File: src/bank_addr_cfg.svh
// Purpose: Constants for the banked data address generator.
// Assumes: 12-bit data space, 16 banks of 256 locations.
// Notes:   Offsets are byte addresses on the APB register bus.
`ifndef BANK_ADDR_CFG_SVH
`define BANK_ADDR_CFG_SVH
// ==========================================================
// Register map
`define OFS_BANK_SELECT   12'h000
`define OFS_BANK_IMPL     12'h004
`define OFS_DIRECT_REQ    12'h008
`define OFS_MOVE_REQ      12'h00c
`define OFS_RESULT        12'h010
`define OFS_STATUS        12'h014
// ==========================================================
// Field positions and values
`define BANK_LO_BIT       0
`define BANK_LO_W         4
`define WIN_LOW_TOP       8'h7f
`define WIN_HIGH_BANK     4'hf
`define WIN_LOW_BANK      4'h0
`define RST_BANK_SELECT   4'h0
`define RST_BANK_IMPL     16'hffff
// Direct request fields: [7:0] operand, [8] access bit, [9] write, [10] bank load
`define DRQ_ACCESS_BIT    8
`define DRQ_WRITE_BIT     9
`define DRQ_BANK_LOAD_BIT 10
// Move request fields: [11:0] source, [27:16] destination
`define MRQ_DST_LSB       16
`endif

File: src/bank_addr_pkg.sv
// Purpose: Types for the banked data address generator.
// Assumes: Included constants header.
// Notes:   State is one packed struct.
package bank_addr_pkg;
  // ========================================================
  // Register state
  typedef struct packed {
    logic [3:0]  bank_sel;      // Low bank select bits
    logic [15:0] bank_impl;     // One bit per implemented bank
    logic [11:0] addr;          // Last generated data address
    logic        addr_valid;    // Address points to real memory
    logic        addr_write;    // Last access was a write to a present bank
    logic        zero_data;     // Read data forced to zero
    logic [11:0] move_src;      // File to file source
    logic [11:0] move_dst;      // File to file destination
    logic        pready;
    logic [31:0] prdata;
    logic        pslverr;
  } state_t;
endpackage : bank_addr_pkg

File: src/banked_data_address_gen.sv
// Purpose: Data address generation for a banked 4096-location data space.
// Assumes: APB slave on pclk; one-cycle answer (pready one cycle after setup).
// Notes:   Address results are registered and readable; no memory is held here.
//
// Function
// - Quick window is bank 15 upper 128 plus bank 0 lower 128.
// - Access bit chooses bank select register or quick window.
// - With access bit zero, window runs on from bank 0 into bank 15.
// - Upper window half reaches special function registers without banking.
// - Data memory is split into sixteen selectable banks.
// - Each bank spans offsets 00h to FFh, 256 locations.
// - Upper four address bits come from bank select low nibble.
// - Bank select upper nibble reads zero, writes discarded.
// - Unimplemented bank reads zero and drops writes.
// - Flags still update from the zero data of unimplemented bank.
// - File to file move ignores bank select, uses full 12-bit addresses.
// - Move literal to bank instruction writes bank select register.
//
// Chosen here: the APB register port and the register offsets.
`timescale 1ns/10ps
`include "bank_addr_cfg.svh"
module banked_data_address_gen
  import bank_addr_pkg::*;
#(
  parameter int NUM_BANKS = 16,           // Selectable banks
  parameter int BANK_SIZE = 256            // Locations per bank
) (
  input  wire logic        pclk,           // Core clock, 200 MHz
  input  wire logic        presetn,        // Async reset, active low
  input  wire logic        psel,           // APB select
  input  wire logic        penable,        // APB enable
  input  wire logic        pwrite,         // APB direction
  input  wire logic [11:0] paddr,          // APB byte address
  input  wire logic [31:0] pwdata,         // APB write data
  output logic             pready,         // APB ready
  output logic [31:0]      prdata,         // APB read data
  output logic             pslverr,        // APB error, unmapped address
  output logic [11:0]      data_addr,      // Generated data address
  output logic             data_valid,     // Address reaches real memory
  output logic             data_write_en,  // Write allowed to memory
  output logic             data_zero       // Read data forced to zero for flags
);
  // ========================================================
  // Elaboration checks: the nibble and byte split below only serves 16 x 256
  if (NUM_BANKS != 16 || BANK_SIZE != 256) begin : g_bad_geometry
    $error("Bank geometry must be 16 banks of 256");
  end

  state_t cur_ff, nxt_cur;

  logic        setup;
  logic        acc;
  logic [7:0]  opnd;
  logic [11:0] win_addr;
  logic [11:0] bnk_addr;
  logic [11:0] gen_addr;
  logic [3:0]  gen_bank;
  logic        impl_hit;

  // ========================================================
  // Address formation for a direct request
  always_comb begin
    opnd     = pwdata[7:0];
    acc      = pwdata[`DRQ_ACCESS_BIT];
    // Window folds offsets above 7F onto the special function half
    win_addr = (opnd <= `WIN_LOW_TOP) ? {`WIN_LOW_BANK, opnd}
                                      : {`WIN_HIGH_BANK, opnd};
    bnk_addr = {cur_ff.bank_sel, opnd};
    gen_addr = acc ? bnk_addr : win_addr;
    gen_bank = gen_addr[11:8];
    impl_hit = cur_ff.bank_impl[gen_bank];
  end

  assign setup = psel && !penable;

  // ========================================================
  // Next state: APB slave, one wait-free access phase
  always_comb begin
    nxt_cur         = cur_ff;
    nxt_cur.pready  = 1'b0;
    nxt_cur.pslverr = 1'b0;
    nxt_cur.prdata  = 32'h0000_0000;
    if (setup) begin
      // Answer lands in the access phase; decode done in setup
      nxt_cur.pready = 1'b1;
      case (paddr)
        `OFS_BANK_SELECT: begin
          if (pwrite)
            nxt_cur.bank_sel = pwdata[3:0];
          nxt_cur.prdata = {28'h0000000, cur_ff.bank_sel};
        end
        `OFS_BANK_IMPL: begin
          if (pwrite)
            nxt_cur.bank_impl = pwdata[15:0];
          nxt_cur.prdata = {16'h0000, cur_ff.bank_impl};
        end
        `OFS_DIRECT_REQ: begin
          if (pwrite) begin
            if (pwdata[`DRQ_BANK_LOAD_BIT]) begin
              // Literal bank load; upper literal bits are dropped
              nxt_cur.bank_sel = pwdata[3:0];
            end else begin
              nxt_cur.addr       = gen_addr;
              nxt_cur.addr_valid = impl_hit;
              nxt_cur.addr_write = pwdata[`DRQ_WRITE_BIT] && impl_hit;
              nxt_cur.zero_data  = !impl_hit;
            end
          end
        end
        `OFS_MOVE_REQ: begin
          if (pwrite) begin
            // Move carries full addresses; bank select is not consulted
            nxt_cur.move_src = pwdata[11:0];
            nxt_cur.move_dst = pwdata[`MRQ_DST_LSB +: 12];
          end
          nxt_cur.prdata = {4'h0, cur_ff.move_dst, 4'h0, cur_ff.move_src};
        end
        `OFS_RESULT: begin
          nxt_cur.prdata = {20'h00000, cur_ff.addr};
        end
        `OFS_STATUS: begin
          nxt_cur.prdata = {29'h00000000, cur_ff.zero_data, cur_ff.addr_write, cur_ff.addr_valid};
        end
        default: begin
          nxt_cur.pslverr = 1'b1;
        end
      endcase
    end
  end

  // ========================================================
  // State register
  always_ff @(posedge pclk or negedge presetn) begin
    if (!presetn) begin
      cur_ff            <= '0;
      cur_ff.bank_sel   <= `RST_BANK_SELECT;
      cur_ff.bank_impl  <= `RST_BANK_IMPL;
    end else begin
      cur_ff <= nxt_cur;
    end
  end

  assign pready        = cur_ff.pready;
  assign prdata        = cur_ff.prdata;
  assign pslverr       = cur_ff.pslverr;
  assign data_addr     = cur_ff.addr;
  assign data_valid    = cur_ff.addr_valid;
  assign data_write_en = cur_ff.addr_write;
  assign data_zero     = cur_ff.zero_data;

  // ========================================================
  // Checks
  logic dreq;
  assign dreq = setup && pwrite && paddr == `OFS_DIRECT_REQ && !pwdata[`DRQ_BANK_LOAD_BIT];

  property p_win_low;
    @(posedge pclk) disable iff (!presetn)
      dreq && !pwdata[`DRQ_ACCESS_BIT] && pwdata[7] == 1'b0 |=> data_addr[11:8] == 4'h0;
  endproperty
  a_win_low: assert property (p_win_low) else $error("Window low half wrong");

  property p_win_high;
    @(posedge pclk) disable iff (!presetn)
      dreq && !pwdata[`DRQ_ACCESS_BIT] && pwdata[7] |=> data_addr[11:8] == 4'hf;
  endproperty
  a_win_high: assert property (p_win_high) else $error("Window high half wrong");

  property p_banked;
    @(posedge pclk) disable iff (!presetn)
      dreq && pwdata[`DRQ_ACCESS_BIT] |=> data_addr == {$past(cur_ff.bank_sel), $past(pwdata[7:0])};
  endproperty
  a_banked: assert property (p_banked) else $error("Banked address wrong");

  property p_bank_sel_upper;
    @(posedge pclk) disable iff (!presetn)
      pready && $past(paddr) == `OFS_BANK_SELECT |-> prdata[31:4] == 28'h0000000;
  endproperty
  a_bank_sel_upper: assert property (p_bank_sel_upper) else $error("Bank select upper bits not zero");

  property p_unimpl;
    @(posedge pclk) disable iff (!presetn)
      data_zero |-> !data_write_en && !data_valid;
  endproperty
  a_unimpl: assert property (p_unimpl) else $error("Unimplemented bank accessed");

  property p_zero_flag;
    @(posedge pclk) disable iff (!presetn)
      dreq && !impl_hit |=> data_zero;
  endproperty
  a_zero_flag: assert property (p_zero_flag) else $error("Zero data not flagged");

  property p_move;
    @(posedge pclk) disable iff (!presetn)
      setup && pwrite && paddr == `OFS_MOVE_REQ |=> cur_ff.move_src == $past(pwdata[11:0]) &&
        $stable(cur_ff.bank_sel);
  endproperty
  a_move: assert property (p_move) else $error("Move used bank select");

  property p_bank_load;
    @(posedge pclk) disable iff (!presetn)
      setup && pwrite && paddr == `OFS_DIRECT_REQ && pwdata[`DRQ_BANK_LOAD_BIT]
        |=> cur_ff.bank_sel == $past(pwdata[3:0]);
  endproperty
  a_bank_load: assert property (p_bank_load) else $error("Literal bank load failed");

  property p_ready;
    @(posedge pclk) disable iff (!presetn)
      setup |=> pready ##1 !pready;
  endproperty
  a_ready: assert property (p_ready) else $error("APB ready timing wrong");

  // ========================================================
  // Further checks: window seam, outcome flags, error response, holding
  // Mapped offsets decoded apart from the case, so a slip in either one shows up
  logic mapped_addr;
  assign mapped_addr = paddr == `OFS_BANK_SELECT || paddr == `OFS_BANK_IMPL ||
                       paddr == `OFS_DIRECT_REQ  || paddr == `OFS_MOVE_REQ  ||
                       paddr == `OFS_RESULT      || paddr == `OFS_STATUS;

  // Last low-half window location
  property p_win_seam_lo;
    @(posedge pclk) disable iff (!presetn)
      dreq && !pwdata[`DRQ_ACCESS_BIT] && pwdata[7:0] == 8'h7f |=> data_addr == 12'h07f;
  endproperty
  a_win_seam_lo: assert property (p_win_seam_lo) else $error("Window low seam wrong");

  // Next window offset lands on the first special function location
  property p_win_seam_hi;
    @(posedge pclk) disable iff (!presetn)
      dreq && !pwdata[`DRQ_ACCESS_BIT] && pwdata[7:0] == 8'h80 |=> data_addr == 12'hf80;
  endproperty
  a_win_seam_hi: assert property (p_win_seam_hi) else $error("Window high seam wrong");

  // Window keeps the operand as the low address byte
  property p_win_offset;
    @(posedge pclk) disable iff (!presetn)
      dreq && !pwdata[`DRQ_ACCESS_BIT] |=> data_addr[7:0] == $past(pwdata[7:0]);
  endproperty
  a_win_offset: assert property (p_win_offset) else $error("Window offset wrong");

  // A present bank gives a real address and clears the zero flag
  property p_impl_valid;
    @(posedge pclk) disable iff (!presetn)
      dreq && impl_hit |=> data_valid && !data_zero;
  endproperty
  a_impl_valid: assert property (p_impl_valid) else $error("Present bank not valid");

  // A write to a present bank must reach memory
  property p_impl_write;
    @(posedge pclk) disable iff (!presetn)
      dreq && impl_hit && pwdata[`DRQ_WRITE_BIT] |=> data_write_en;
  endproperty
  a_impl_write: assert property (p_impl_write) else $error("Write to present bank lost");

  // An absent bank never sees a write strobe
  property p_absent_drop;
    @(posedge pclk) disable iff (!presetn)
      dreq && !impl_hit |=> !data_write_en && !data_valid;
  endproperty
  a_absent_drop: assert property (p_absent_drop) else $error("Absent bank not dropped");

  // Literal bank load only moves bank select, never the last address
  property p_load_keeps;
    @(posedge pclk) disable iff (!presetn)
      setup && pwrite && paddr == `OFS_DIRECT_REQ && pwdata[`DRQ_BANK_LOAD_BIT]
        |=> $stable(data_addr) && $stable(data_zero);
  endproperty
  a_load_keeps: assert property (p_load_keeps) else $error("Bank load changed address");

  // Move keeps its full destination and leaves the direct result alone
  property p_move_dst;
    @(posedge pclk) disable iff (!presetn)
      setup && pwrite && paddr == `OFS_MOVE_REQ
        |=> cur_ff.move_dst == $past(pwdata[`MRQ_DST_LSB +: 12]) && $stable(data_addr);
  endproperty
  a_move_dst: assert property (p_move_dst) else $error("Move destination wrong");

  // Readback shows the bank nibble as it stood at setup
  property p_bank_read;
    @(posedge pclk) disable iff (!presetn)
      pready && $past(paddr) == `OFS_BANK_SELECT |-> prdata[3:0] == $past(cur_ff.bank_sel);
  endproperty
  a_bank_read: assert property (p_bank_read) else $error("Bank select readback wrong");

  // Only the low nibble of a bank select write is kept
  property p_bank_write;
    @(posedge pclk) disable iff (!presetn)
      setup && pwrite && paddr == `OFS_BANK_SELECT |=> cur_ff.bank_sel == $past(pwdata[3:0]);
  endproperty
  a_bank_write: assert property (p_bank_write) else $error("Bank select write wrong");

  // Unmapped offsets answer with an error in the access phase
  property p_err_resp;
    @(posedge pclk) disable iff (!presetn)
      setup && !mapped_addr |=> pready && pslverr;
  endproperty
  a_err_resp: assert property (p_err_resp) else $error("Unmapped offset not refused");

  // Mapped offsets never raise an error
  property p_ok_resp;
    @(posedge pclk) disable iff (!presetn)
      setup && mapped_addr |=> pready && !pslverr;
  endproperty
  a_ok_resp: assert property (p_ok_resp) else $error("Mapped offset refused");

  // Read data and error stay quiet outside the access phase
  property p_idle_quiet;
    @(posedge pclk) disable iff (!presetn)
      !pready |-> prdata == 32'h0000_0000 && !pslverr;
  endproperty
  a_idle_quiet: assert property (p_idle_quiet) else $error("Bus outputs not quiet when idle");

  // Address results stand until the next direct request
  property p_result_hold;
    @(posedge pclk) disable iff (!presetn)
      !dreq |=> $stable(data_addr) && $stable(data_zero);
  endproperty
  a_result_hold: assert property (p_result_hold) else $error("Address result did not hold");
endmodule : banked_data_address_gen
File: config.mk
export PLATFORM = sky130hd
export DESIGN_NAME = banked_data_address_gen
export DESIGN_NICKNAME = d
export VERILOG_FILES = /design/src/bank_addr_pkg.sv /design/src/banked_data_address_gen.sv
export VERILOG_INCLUDE_DIRS = /design/src /design/src/src
export SDC_FILE = /design/constraint.sdc
export NUM_CORES = 1
export LEC_CHECK = 0
export BUFFER_PORTS_ARGS = -buffer_cell sky130_fd_sc_hd__buf_2
export CORE_ASPECT_RATIO = 0.5
export CORE_MARGIN = 8
export CORE_UTILIZATION = 35
export CTS_CLUSTER_SIZE = 12
export DETAILED_ROUTE_END_ITERATION = 6
export PLACE_DENSITY_LB_ADDON = 0.25
export SLEW_MARGIN = 20
export SYNTH_ARGS = -nofsm -noshare
export SYNTH_HDL_FRONTEND = slang
export SYNTH_SLANG_ARGS = --single-unit
export TNS_END_PERCENT = 10
File: constraint.sdc
create_clock -name pclk -period 3 [get_ports pclk]
set_input_delay 0.45 -clock pclk [delete_from_list [all_inputs] [get_ports pclk]]
set_output_delay 0.45 -clock pclk [all_outputs]
set_load 0.05 [all_outputs]
==> results of run 1 <==
==> flip-flops by register name (all words and copies together), names as in the netlist <==
| register | flops |
|---|---|
| bnk_addr | 4 |
| cur_ff | 40 |
| data_addr | 12 |
| data_valid | 1 |
| data_write_en | 1 |
| data_zero | 1 |
| prdata | 28 |
| pready | 1 |
| pslverr | 1 |
==> cells by family (layout without fill, tap and decap cells) <==
kind of cell,count (synthesis),count (layout),share of synthesized area
simple gates,73,73,0.1035
flops,89,89,0.5434
compound gates,29,29,0.05114
mux,72,72,0.2021
other cells,1,4,0.0009068
buf+inv,60,116,0.09894
==> power by group <==
group / internal (W) / switching [W]
registers: 0.00120 / 0.00000106
clock network: 0.000754 / 0.000457
logic: 0.0000399 / 0.0000813
==> metrics by stage <==
step           cell area [µm²]  instances  power [W]
2_1_floorplan             4146        327   0.001281
3_3_place_gp              4476        532   0.001350
3_5_place_dp              4476        532   0.001350
4_1_cts                   4798        548   0.002585
5_1_grt                   4798        548   0.002639
6_report                  4798        548   0.002537
==> layout make-up <==
class,count,area share
tap,165,0.04302
clock buffer,12,0.05137
multi-input combinational,178,0.3106
sequential,89,0.4683
clock inverter,4,0.01591
inverter,3,0.002347
timing repair buffer,97,0.1085
==> worst max-delay path, cell delays in order, from the launching register on <==
cell	delay [ps]
dfrtp_1	530
mux2_2	380
a222oi_1	280
o21ai_0	130
a32o_1	270
mux2_4	270
==> cells in the final DEF (no fill, tap or decap), types with 6 or more instances in the layout <==
cell / n
a21oi_1: 6
nor3_1: 7
buf_4: 8
mux2_2: 52
mux2i_1: 13
clkbuf_16: 9
dfrtp_1: 73
nor2_1: 16
a2bb2oi_1: 8
dfstp_2: 16
nand2_1: 11
buf_2: 88
and2_1: 16
==> worst min-delay path by stage <==
| stage | startpoint | endpoint | cells past startpoint | slack [ps] |
|---|---|---|---|---|
| 3_3_place_gp | cur_ff[37]$_DFFE_PN0P_ | prdata[19]$_DFF_PN0_ | 1 | 450 |
| 3_5_place_dp | cur_ff[35]$_DFFE_PN0P_ | prdata[17]$_DFF_PN0_ | 1 | 460 |
| 4_1_cts | presetn | cur_ff[50]$_DFFE_PN0P_ | 1 | 200 |
| 2_1_floorplan | presetn | bnk_addr[10]$_DFFE_PN0P_ | 0 | 150 |
| 6_report | presetn | cur_ff[50]$_DFFE_PN0P_ | 1 | 180 |
| 5_1_grt | presetn | cur_ff[50]$_DFFE_PN0P_ | 1 | 230 |
==> layer usage <==
layer / wire length [µm] / GRT usage
met1: 4134 / 0.1485
met2: 4147 / 0.1876
met3: 598 / 0.04584
met4: 123 / 0.04170
met5: 0 / 0
==> flow_results.xml, run 1 <==
<?xml version="1.0" encoding="UTF-8"?>
<metrics>
  <group name="power">
    <metric name="p_leak" unit="nW">2.393</metric>
    <metric name="pwr_density_cell" unit="nW/µm²">528.8</metric>
    <metric name="max-vdd-ir-drop" unit="µV">224.6</metric>
  </group>
  <group name="clock_tree">
    <metric name="cts-resized-gates" unit="">0</metric>
    <metric name="cts_root_buffer" unit="">clkbuf_16</metric>
    <metric name="tritoncts.num_buffers" unit="">9</metric>
    <metric name="cts_sinks" unit="">89</metric>
    <metric name="worst_setup_hold_path_clk_slew" unit="ps">70</metric>
    <metric name="clkLatencyLatePin" unit="ps">340</metric>
    <metric name="post_cts_hold_buffer_count" unit="">0</metric>
    <metric name="clockBufferDepth" unit="">2</metric>
    <metric name="clock_tree.htree_level_count" unit="">3</metric>
    <metric name="cts_tree" unit="">built</metric>
    <metric name="post_cts_setup_repair_bufs" unit="">0</metric>
  </group>
  <group name="drt">
    <metric name="route.vias.total" unit="">2504</metric>
    <metric name="drt_iter0_markers" unit="">112</metric>
    <metric name="drt-wirelength-per-cell" unit="µm">16.43</metric>
    <metric name="drt-vias-per-instance" unit="">4.569</metric>
    <metric name="detail-route-antenna-nets" unit="">0</metric>
    <metric name="routed_wl" unit="mm">9.004</metric>
    <metric name="drt_pass1_iterations" unit="">4</metric>
    <metric name="drc" unit="">0</metric>
  </group>
  <group name="global_route">
    <metric name="grt_overflow" unit="">0</metric>
    <metric name="grt_pass1_wl" unit="mm">14.52</metric>
    <metric name="first_global_vias" unit="">2660</metric>
    <metric name="grt_antenna_before_repair" unit="">0</metric>
    <metric name="groute.usage.overall" unit="">0.1194</metric>
    <metric name="largest_net_degree_at_the_start_of_global_routing" unit="">57</metric>
  </group>
  <group name="timing">
    <metric name="clock_skew" unit="ps">5.527</metric>
    <metric name="fin_worst_hold_slack" unit="ps">176.5</metric>
    <metric name="fin_crit" unit="ps">1975</metric>
    <metric name="final_hold_viol_count" unit="">0</metric>
    <metric name="tightest_slew" unit="ps">732.0</metric>
    <metric name="min_period_over_period" unit="">0.6584</metric>
    <metric name="max_clock_freq" unit="MHz">506.2</metric>
    <metric name="maxSlewHeadroom" unit="">0.5120</metric>
    <metric name="postLayoutSetupSlackWorst" unit="ps">1025</metric>
    <metric name="setup_viol" unit="">0</metric>
    <metric name="setup_tns" unit="ps">0</metric>
    <metric name="slew_viol_final" unit="">0</metric>
    <metric name="rsz0062_at_grt" unit="">false</metric>
  </group>
  <group name="yosys">
    <metric name="synth_most_common_cell" unit="">dfrtp_1</metric>
    <metric name="seq_area_frac_synth" unit="">0.5434</metric>
    <metric name="synth-async-reset-ratio" unit="">1.000</metric>
    <metric name="yosys.area.top_type" unit="">dfrtp_1</metric>
    <metric name="ys.warnings.count" unit="">0</metric>
    <metric name="synth-edff-count" unit="">0</metric>
    <metric name="yosys.area.top_type_share" unit="">0.4418</metric>
    <metric name="synth-seq-cells" unit="">89</metric>
    <metric name="syn-instance-count" unit="">324</metric>
    <metric name="synth.top_cells.by_area" unit="">dfrtp_1 (44%), mux2_2 (14%), dfstp_2 (10%)</metric>
    <metric name="synth_cell_types" unit="">43</metric>
    <metric name="post_synth.cell_area_avg" unit="µm²">12.76</metric>
    <metric name="synth_area" unit="µm²">4135</metric>
    <metric name="yosys-top-cells-count" unit="">dfrtp_1 (73), mux2_2 (52), buf_4 (44)</metric>
    <metric name="synthFlopType" unit="">dfrtp_1</metric>
  </group>
  <group name="placed_design">
    <metric name="port_buffers" unit="">89</metric>
    <metric name="placed_wire_length_estimate" unit="mm">6.540</metric>
    <metric name="routability_congestion_estimate" unit="">0.7697</metric>
    <metric name="place_worst_setup_slack" unit="ps">738.8</metric>
  </group>
  <group name="run_status">
    <metric name="run_status" unit="">finished clean</metric>
  </group>
  <group name="cells_and_area">
    <metric name="final_core_utilization" unit="">0.4113</metric>
    <metric name="syn2layout_area_growth" unit="%">16.04</metric>
    <metric name="drive_gt1_frac" unit="">0.5013</metric>
    <metric name="final_net_count" unit="">427</metric>
    <metric name="fillers" unit="">1134</metric>
    <metric name="diodes" unit="">0</metric>
    <metric name="multiInputGateArea" unit="µm²">1490</metric>
    <metric name="ff_latch_area" unit="µm²">2247</metric>
  </group>
  <group name="floorplan">
    <metric name="design.die.area" unit="µm²">15760</metric>
    <metric name="placementRows" unit="">28</metric>
    <metric name="fp.coreArea" unit="µm²">11670</metric>
    <metric name="chip_width" unit="µm">169.7</metric>
    <metric name="ios" unit="">98</metric>
    <metric name="start_util" unit="">0.3545</metric>
    <metric name="die_y" unit="µm">92.86</metric>
  </group>
  <group name="critical_path">
    <metric name="rr_endpoint" unit="">data_valid$_DFFE_PN0P_</metric>
    <metric name="startpoint_type_of_the_worst_setup_path" unit="">flip-flop</metric>
    <metric name="worst_setup_path_startpoint" unit="">bnk_addr[8]$_DFFE_PN0P_</metric>
    <metric name="worst_setup_path_end_kind" unit="">flip-flop</metric>
    <metric name="worst-endpoint-arrival" unit="ps">2200</metric>
    <metric name="timing.rr.start" unit="">bnk_addr[8]$_DFFE_PN0P_</metric>
    <metric name="cp-endpoint" unit="">data_valid$_DFFE_PN0P_</metric>
    <metric name="cp.required" unit="ps">3230</metric>
    <metric name="critical_path_class" unit="">reg2reg</metric>
    <metric name="worst_r2r_path_depth" unit="">5</metric>
    <metric name="path_max_fanout" unit="">9</metric>
    <metric name="timing.reg2reg.setup_slack" unit="ps">1020</metric>
  </group>
  <group name="flow_run">
    <metric name="reported_max_cap_violation_count" unit="">0</metric>
  </group>
  <group name="min_path">
    <metric name="hp-class" unit="">in2async</metric>
  </group>
</metrics>
(Power assumes the default switching activity.)
==> run 2, diff against run 1 <==
clock period = 1.7 ns   (was 3 ns; I/O delays follow)
==> flow_results.xml, run 2 (synthesis gave the netlist of run 1 again) <==
<?xml version="1.0" encoding="UTF-8"?>
<metrics>
  <group name="critical_path">
    <metric name="path_max_fanout" unit="">6</metric>
    <metric name="timing.critical_path.cells" unit="">mux2_4 &gt; a222oi_1 &gt; o21ai_1 &gt; a32o_2 &gt; mux2_4</metric>
    <metric name="cpMostUsedCell" unit="">mux2_4</metric>
    <metric name="worst_path_largest_cell_delay" unit="ps">450</metric>
    <metric name="startpoint_type_of_the_worst_setup_path" unit="">flip-flop</metric>
    <metric name="worst_setup_path_end_kind" unit="">flip-flop</metric>
    <metric name="worst_r2r_path_depth" unit="">5</metric>
    <metric name="rr_endpoint" unit="">data_valid$_DFFE_PN0P_</metric>
    <metric name="timing.rr.start" unit="">bnk_addr[8]$_DFFE_PN0P_</metric>
    <metric name="critical_path_class" unit="">reg2reg</metric>
    <metric name="worst-endpoint-arrival" unit="ps">2000</metric>
    <metric name="cp.required" unit="ps">1930</metric>
    <metric name="timing.reg2reg.setup_slack" unit="ps">-70</metric>
    <metric name="critPathSlowestCell" unit="">dfrtp_2</metric>
  </group>
  <group name="floorplan">
    <metric name="start_util" unit="">0.3545</metric>
    <metric name="fp.coreArea" unit="µm²">11670</metric>
    <metric name="placementRows" unit="">28</metric>
    <metric name="design.die.area" unit="µm²">15760</metric>
    <metric name="ios" unit="">98</metric>
    <metric name="die_y" unit="µm">92.86</metric>
    <metric name="chip_width" unit="µm">169.7</metric>
  </group>
  <group name="cells_and_area">
    <metric name="final_core_utilization" unit="">0.4341</metric>
    <metric name="largest_register_ffs" unit="">40</metric>
    <metric name="top_register" unit="">cur_ff</metric>
    <metric name="drive_gt1_frac" unit="">0.5432</metric>
    <metric name="syn2layout_area_growth" unit="%">22.48</metric>
    <metric name="final_net_count" unit="">449</metric>
    <metric name="fillers" unit="">1104</metric>
    <metric name="layout.cells.most_common" unit="">buf_2</metric>
    <metric name="top_library_cells_by_usage_in_the_layout_fill_and_taps_aside" unit="">buf_2 (88), dfrtp_1 (71), mux2_2 (50)</metric>
    <metric name="diodes" unit="">0</metric>
  </group>
  <group name="timing">
    <metric name="slew_viol_final" unit="">0</metric>
    <metric name="postLayoutSetupSlackWorst" unit="ps">-70.68</metric>
    <metric name="max_clock_freq" unit="MHz">564.8</metric>
    <metric name="final_hold_viol_count" unit="">0</metric>
    <metric name="rsz0062_at_grt" unit="">true</metric>
    <metric name="fin_worst_hold_slack" unit="ps">133.5</metric>
    <metric name="fin_crit" unit="ps">1771</metric>
    <metric name="clock_skew" unit="ps">3.509</metric>
    <metric name="min_period_over_period" unit="">1.042</metric>
    <metric name="setup_viol" unit="">2</metric>
  </group>
  <group name="drt">
    <metric name="drc" unit="">0</metric>
    <metric name="routed_wl" unit="mm">9.391</metric>
    <metric name="route.vias.total" unit="">2603</metric>
    <metric name="drt-wirelength-per-cell" unit="µm">16.48</metric>
    <metric name="wirelength_met1" unit="mm">4.374</metric>
    <metric name="top_layer" unit="">met5</metric>
    <metric name="met3_length" unit="µm">650</metric>
    <metric name="drt_pass1_iterations" unit="">4</metric>
    <metric name="wl_met2" unit="mm">4.226</metric>
    <metric name="detail-route-antenna-nets" unit="">0</metric>
    <metric name="drt-vias-per-instance" unit="">4.567</metric>
    <metric name="drt_iter0_markers" unit="">94</metric>
  </group>
  <group name="clock_tree">
    <metric name="clock_tree.htree_level_count" unit="">3</metric>
    <metric name="cts_tree" unit="">built</metric>
    <metric name="cts_sinks" unit="">89</metric>
    <metric name="tritoncts.num_buffers" unit="">9</metric>
    <metric name="clockBufferDepth" unit="">2</metric>
    <metric name="cts_root_buffer" unit="">clkbuf_16</metric>
    <metric name="clkLatencyLatePin" unit="ps">340</metric>
    <metric name="post_cts_setup_repair_bufs" unit="">0</metric>
    <metric name="worst_setup_hold_path_clk_slew" unit="ps">60</metric>
  </group>
  <group name="global_route">
    <metric name="first_global_vias" unit="">2733</metric>
    <metric name="groute.usage.overall" unit="">0.1225</metric>
    <metric name="grt_pass1_wl" unit="mm">15.02</metric>
    <metric name="grt_overflow" unit="">0</metric>
    <metric name="grt_antenna_before_repair" unit="">1</metric>
    <metric name="largest_net_degree_at_the_start_of_global_routing" unit="">33</metric>
  </group>
  <group name="min_path">
    <metric name="hold_path_startpoint" unit="">penable</metric>
    <metric name="timing.hold.worst_endpoint" unit="">pready$_DFF_PN0_</metric>
    <metric name="hp-class" unit="">in2reg</metric>
    <metric name="worstHoldPathCells" unit="">2</metric>
  </group>
  <group name="placed_design">
    <metric name="routability_congestion_estimate" unit="">0.7780</metric>
    <metric name="port_buffers" unit="">89</metric>
    <metric name="placed_wire_length_estimate" unit="mm">7.009</metric>
  </group>
  <group name="power">
    <metric name="p_leak" unit="nW">2.542</metric>
    <metric name="max-vdd-ir-drop" unit="µV">413.0</metric>
    <metric name="pwr_density_cell" unit="nW/µm²">926.0</metric>
  </group>
  <group name="run_status">
    <metric name="violations" unit="">negative setup slack</metric>
    <metric name="run_status" unit="">complete, but fails checks</metric>
  </group>
  <group name="flow_run">
    <metric name="reported_max_cap_violation_count" unit="">0</metric>
  </group>
</metrics>
## run 2: what timing repair did
item / in CTS / in global routing
gates resized for setup: 3 / 1
hold endpoints to repair: 20 / 0
pin swaps: 1 / 1
hold buffers: 1 / 0
endpoints found under the setup margin: 3 / 3
gates cloned: 0 / 0
## run 2: power breakdown
part	internal, W	switching, W
Sequential	0.00212	0.00000165
Combinational	0.0000909	0.000152
Clock	0.00152	0.000801
## run 2: cell type report
| cell class | instances | area [µm²] | share of cell area |
|---|---|---|---|
| clock buffers | 12 | 256.5 | 0.05064 |
| clock inverters | 4 | 98.84 | 0.01952 |
| inverters | 3 | 11.26 | 0.002223 |
| multi-input cells | 178 | 1516 | 0.2994 |
| flip-flops and latches | 89 | 2250 | 0.4442 |
| well taps | 165 | 206.4 | 0.04076 |
| repair buffers | 119 | 725.7 | 0.1433 |
## run 2: per-layer routing
layer	vias up	global-route usage
met2	63	0.1886
met5	-	0
li1	1240	-
met1	1285	0.1590
met4	2	0.03950
met3	13	0.04329
## run 2: worst max-delay path: cells and delay by family, from the launching register on
family         cells  cell delay, ps
AO/OA/AOI/OAI      3             640
multiplexers       2             570
flip-flops         1             450
## run 2: through the flow
step                setup TNS (ps)  setup WS, ps  instance area [µm²]  power, W  cells
finish                      -81.71        -70.68                 5065  0.004690    570
CTS                         -90.87        -73.02                 5064  0.004772    570
floorplan                   -658.0        -159.2                 4173  0.002261    327
detailed placement           -6252        -176.0                 4687  0.002410    553
global placement             -5155        -152.3                 4687  0.002407    553
global route                -204.7        -131.6                 5065  0.004872    570
## run 2: worst max path at each step
stage                                  startpoint                       end
after floorplan                         paddr[11]  data_addr[8]$_DFFE_PN0P_
after global placement                  paddr[11]  data_addr[5]$_DFFE_PN0P_
after detailed placement                paddr[11]  data_addr[0]$_DFFE_PN0P_
after CTS                 bnk_addr[8]$_DFFE_PN0P_    data_valid$_DFFE_PN0P_
after global routing      bnk_addr[8]$_DFFE_PN0P_    data_valid$_DFFE_PN0P_
final                     bnk_addr[8]$_DFFE_PN0P_    data_valid$_DFFE_PN0P_
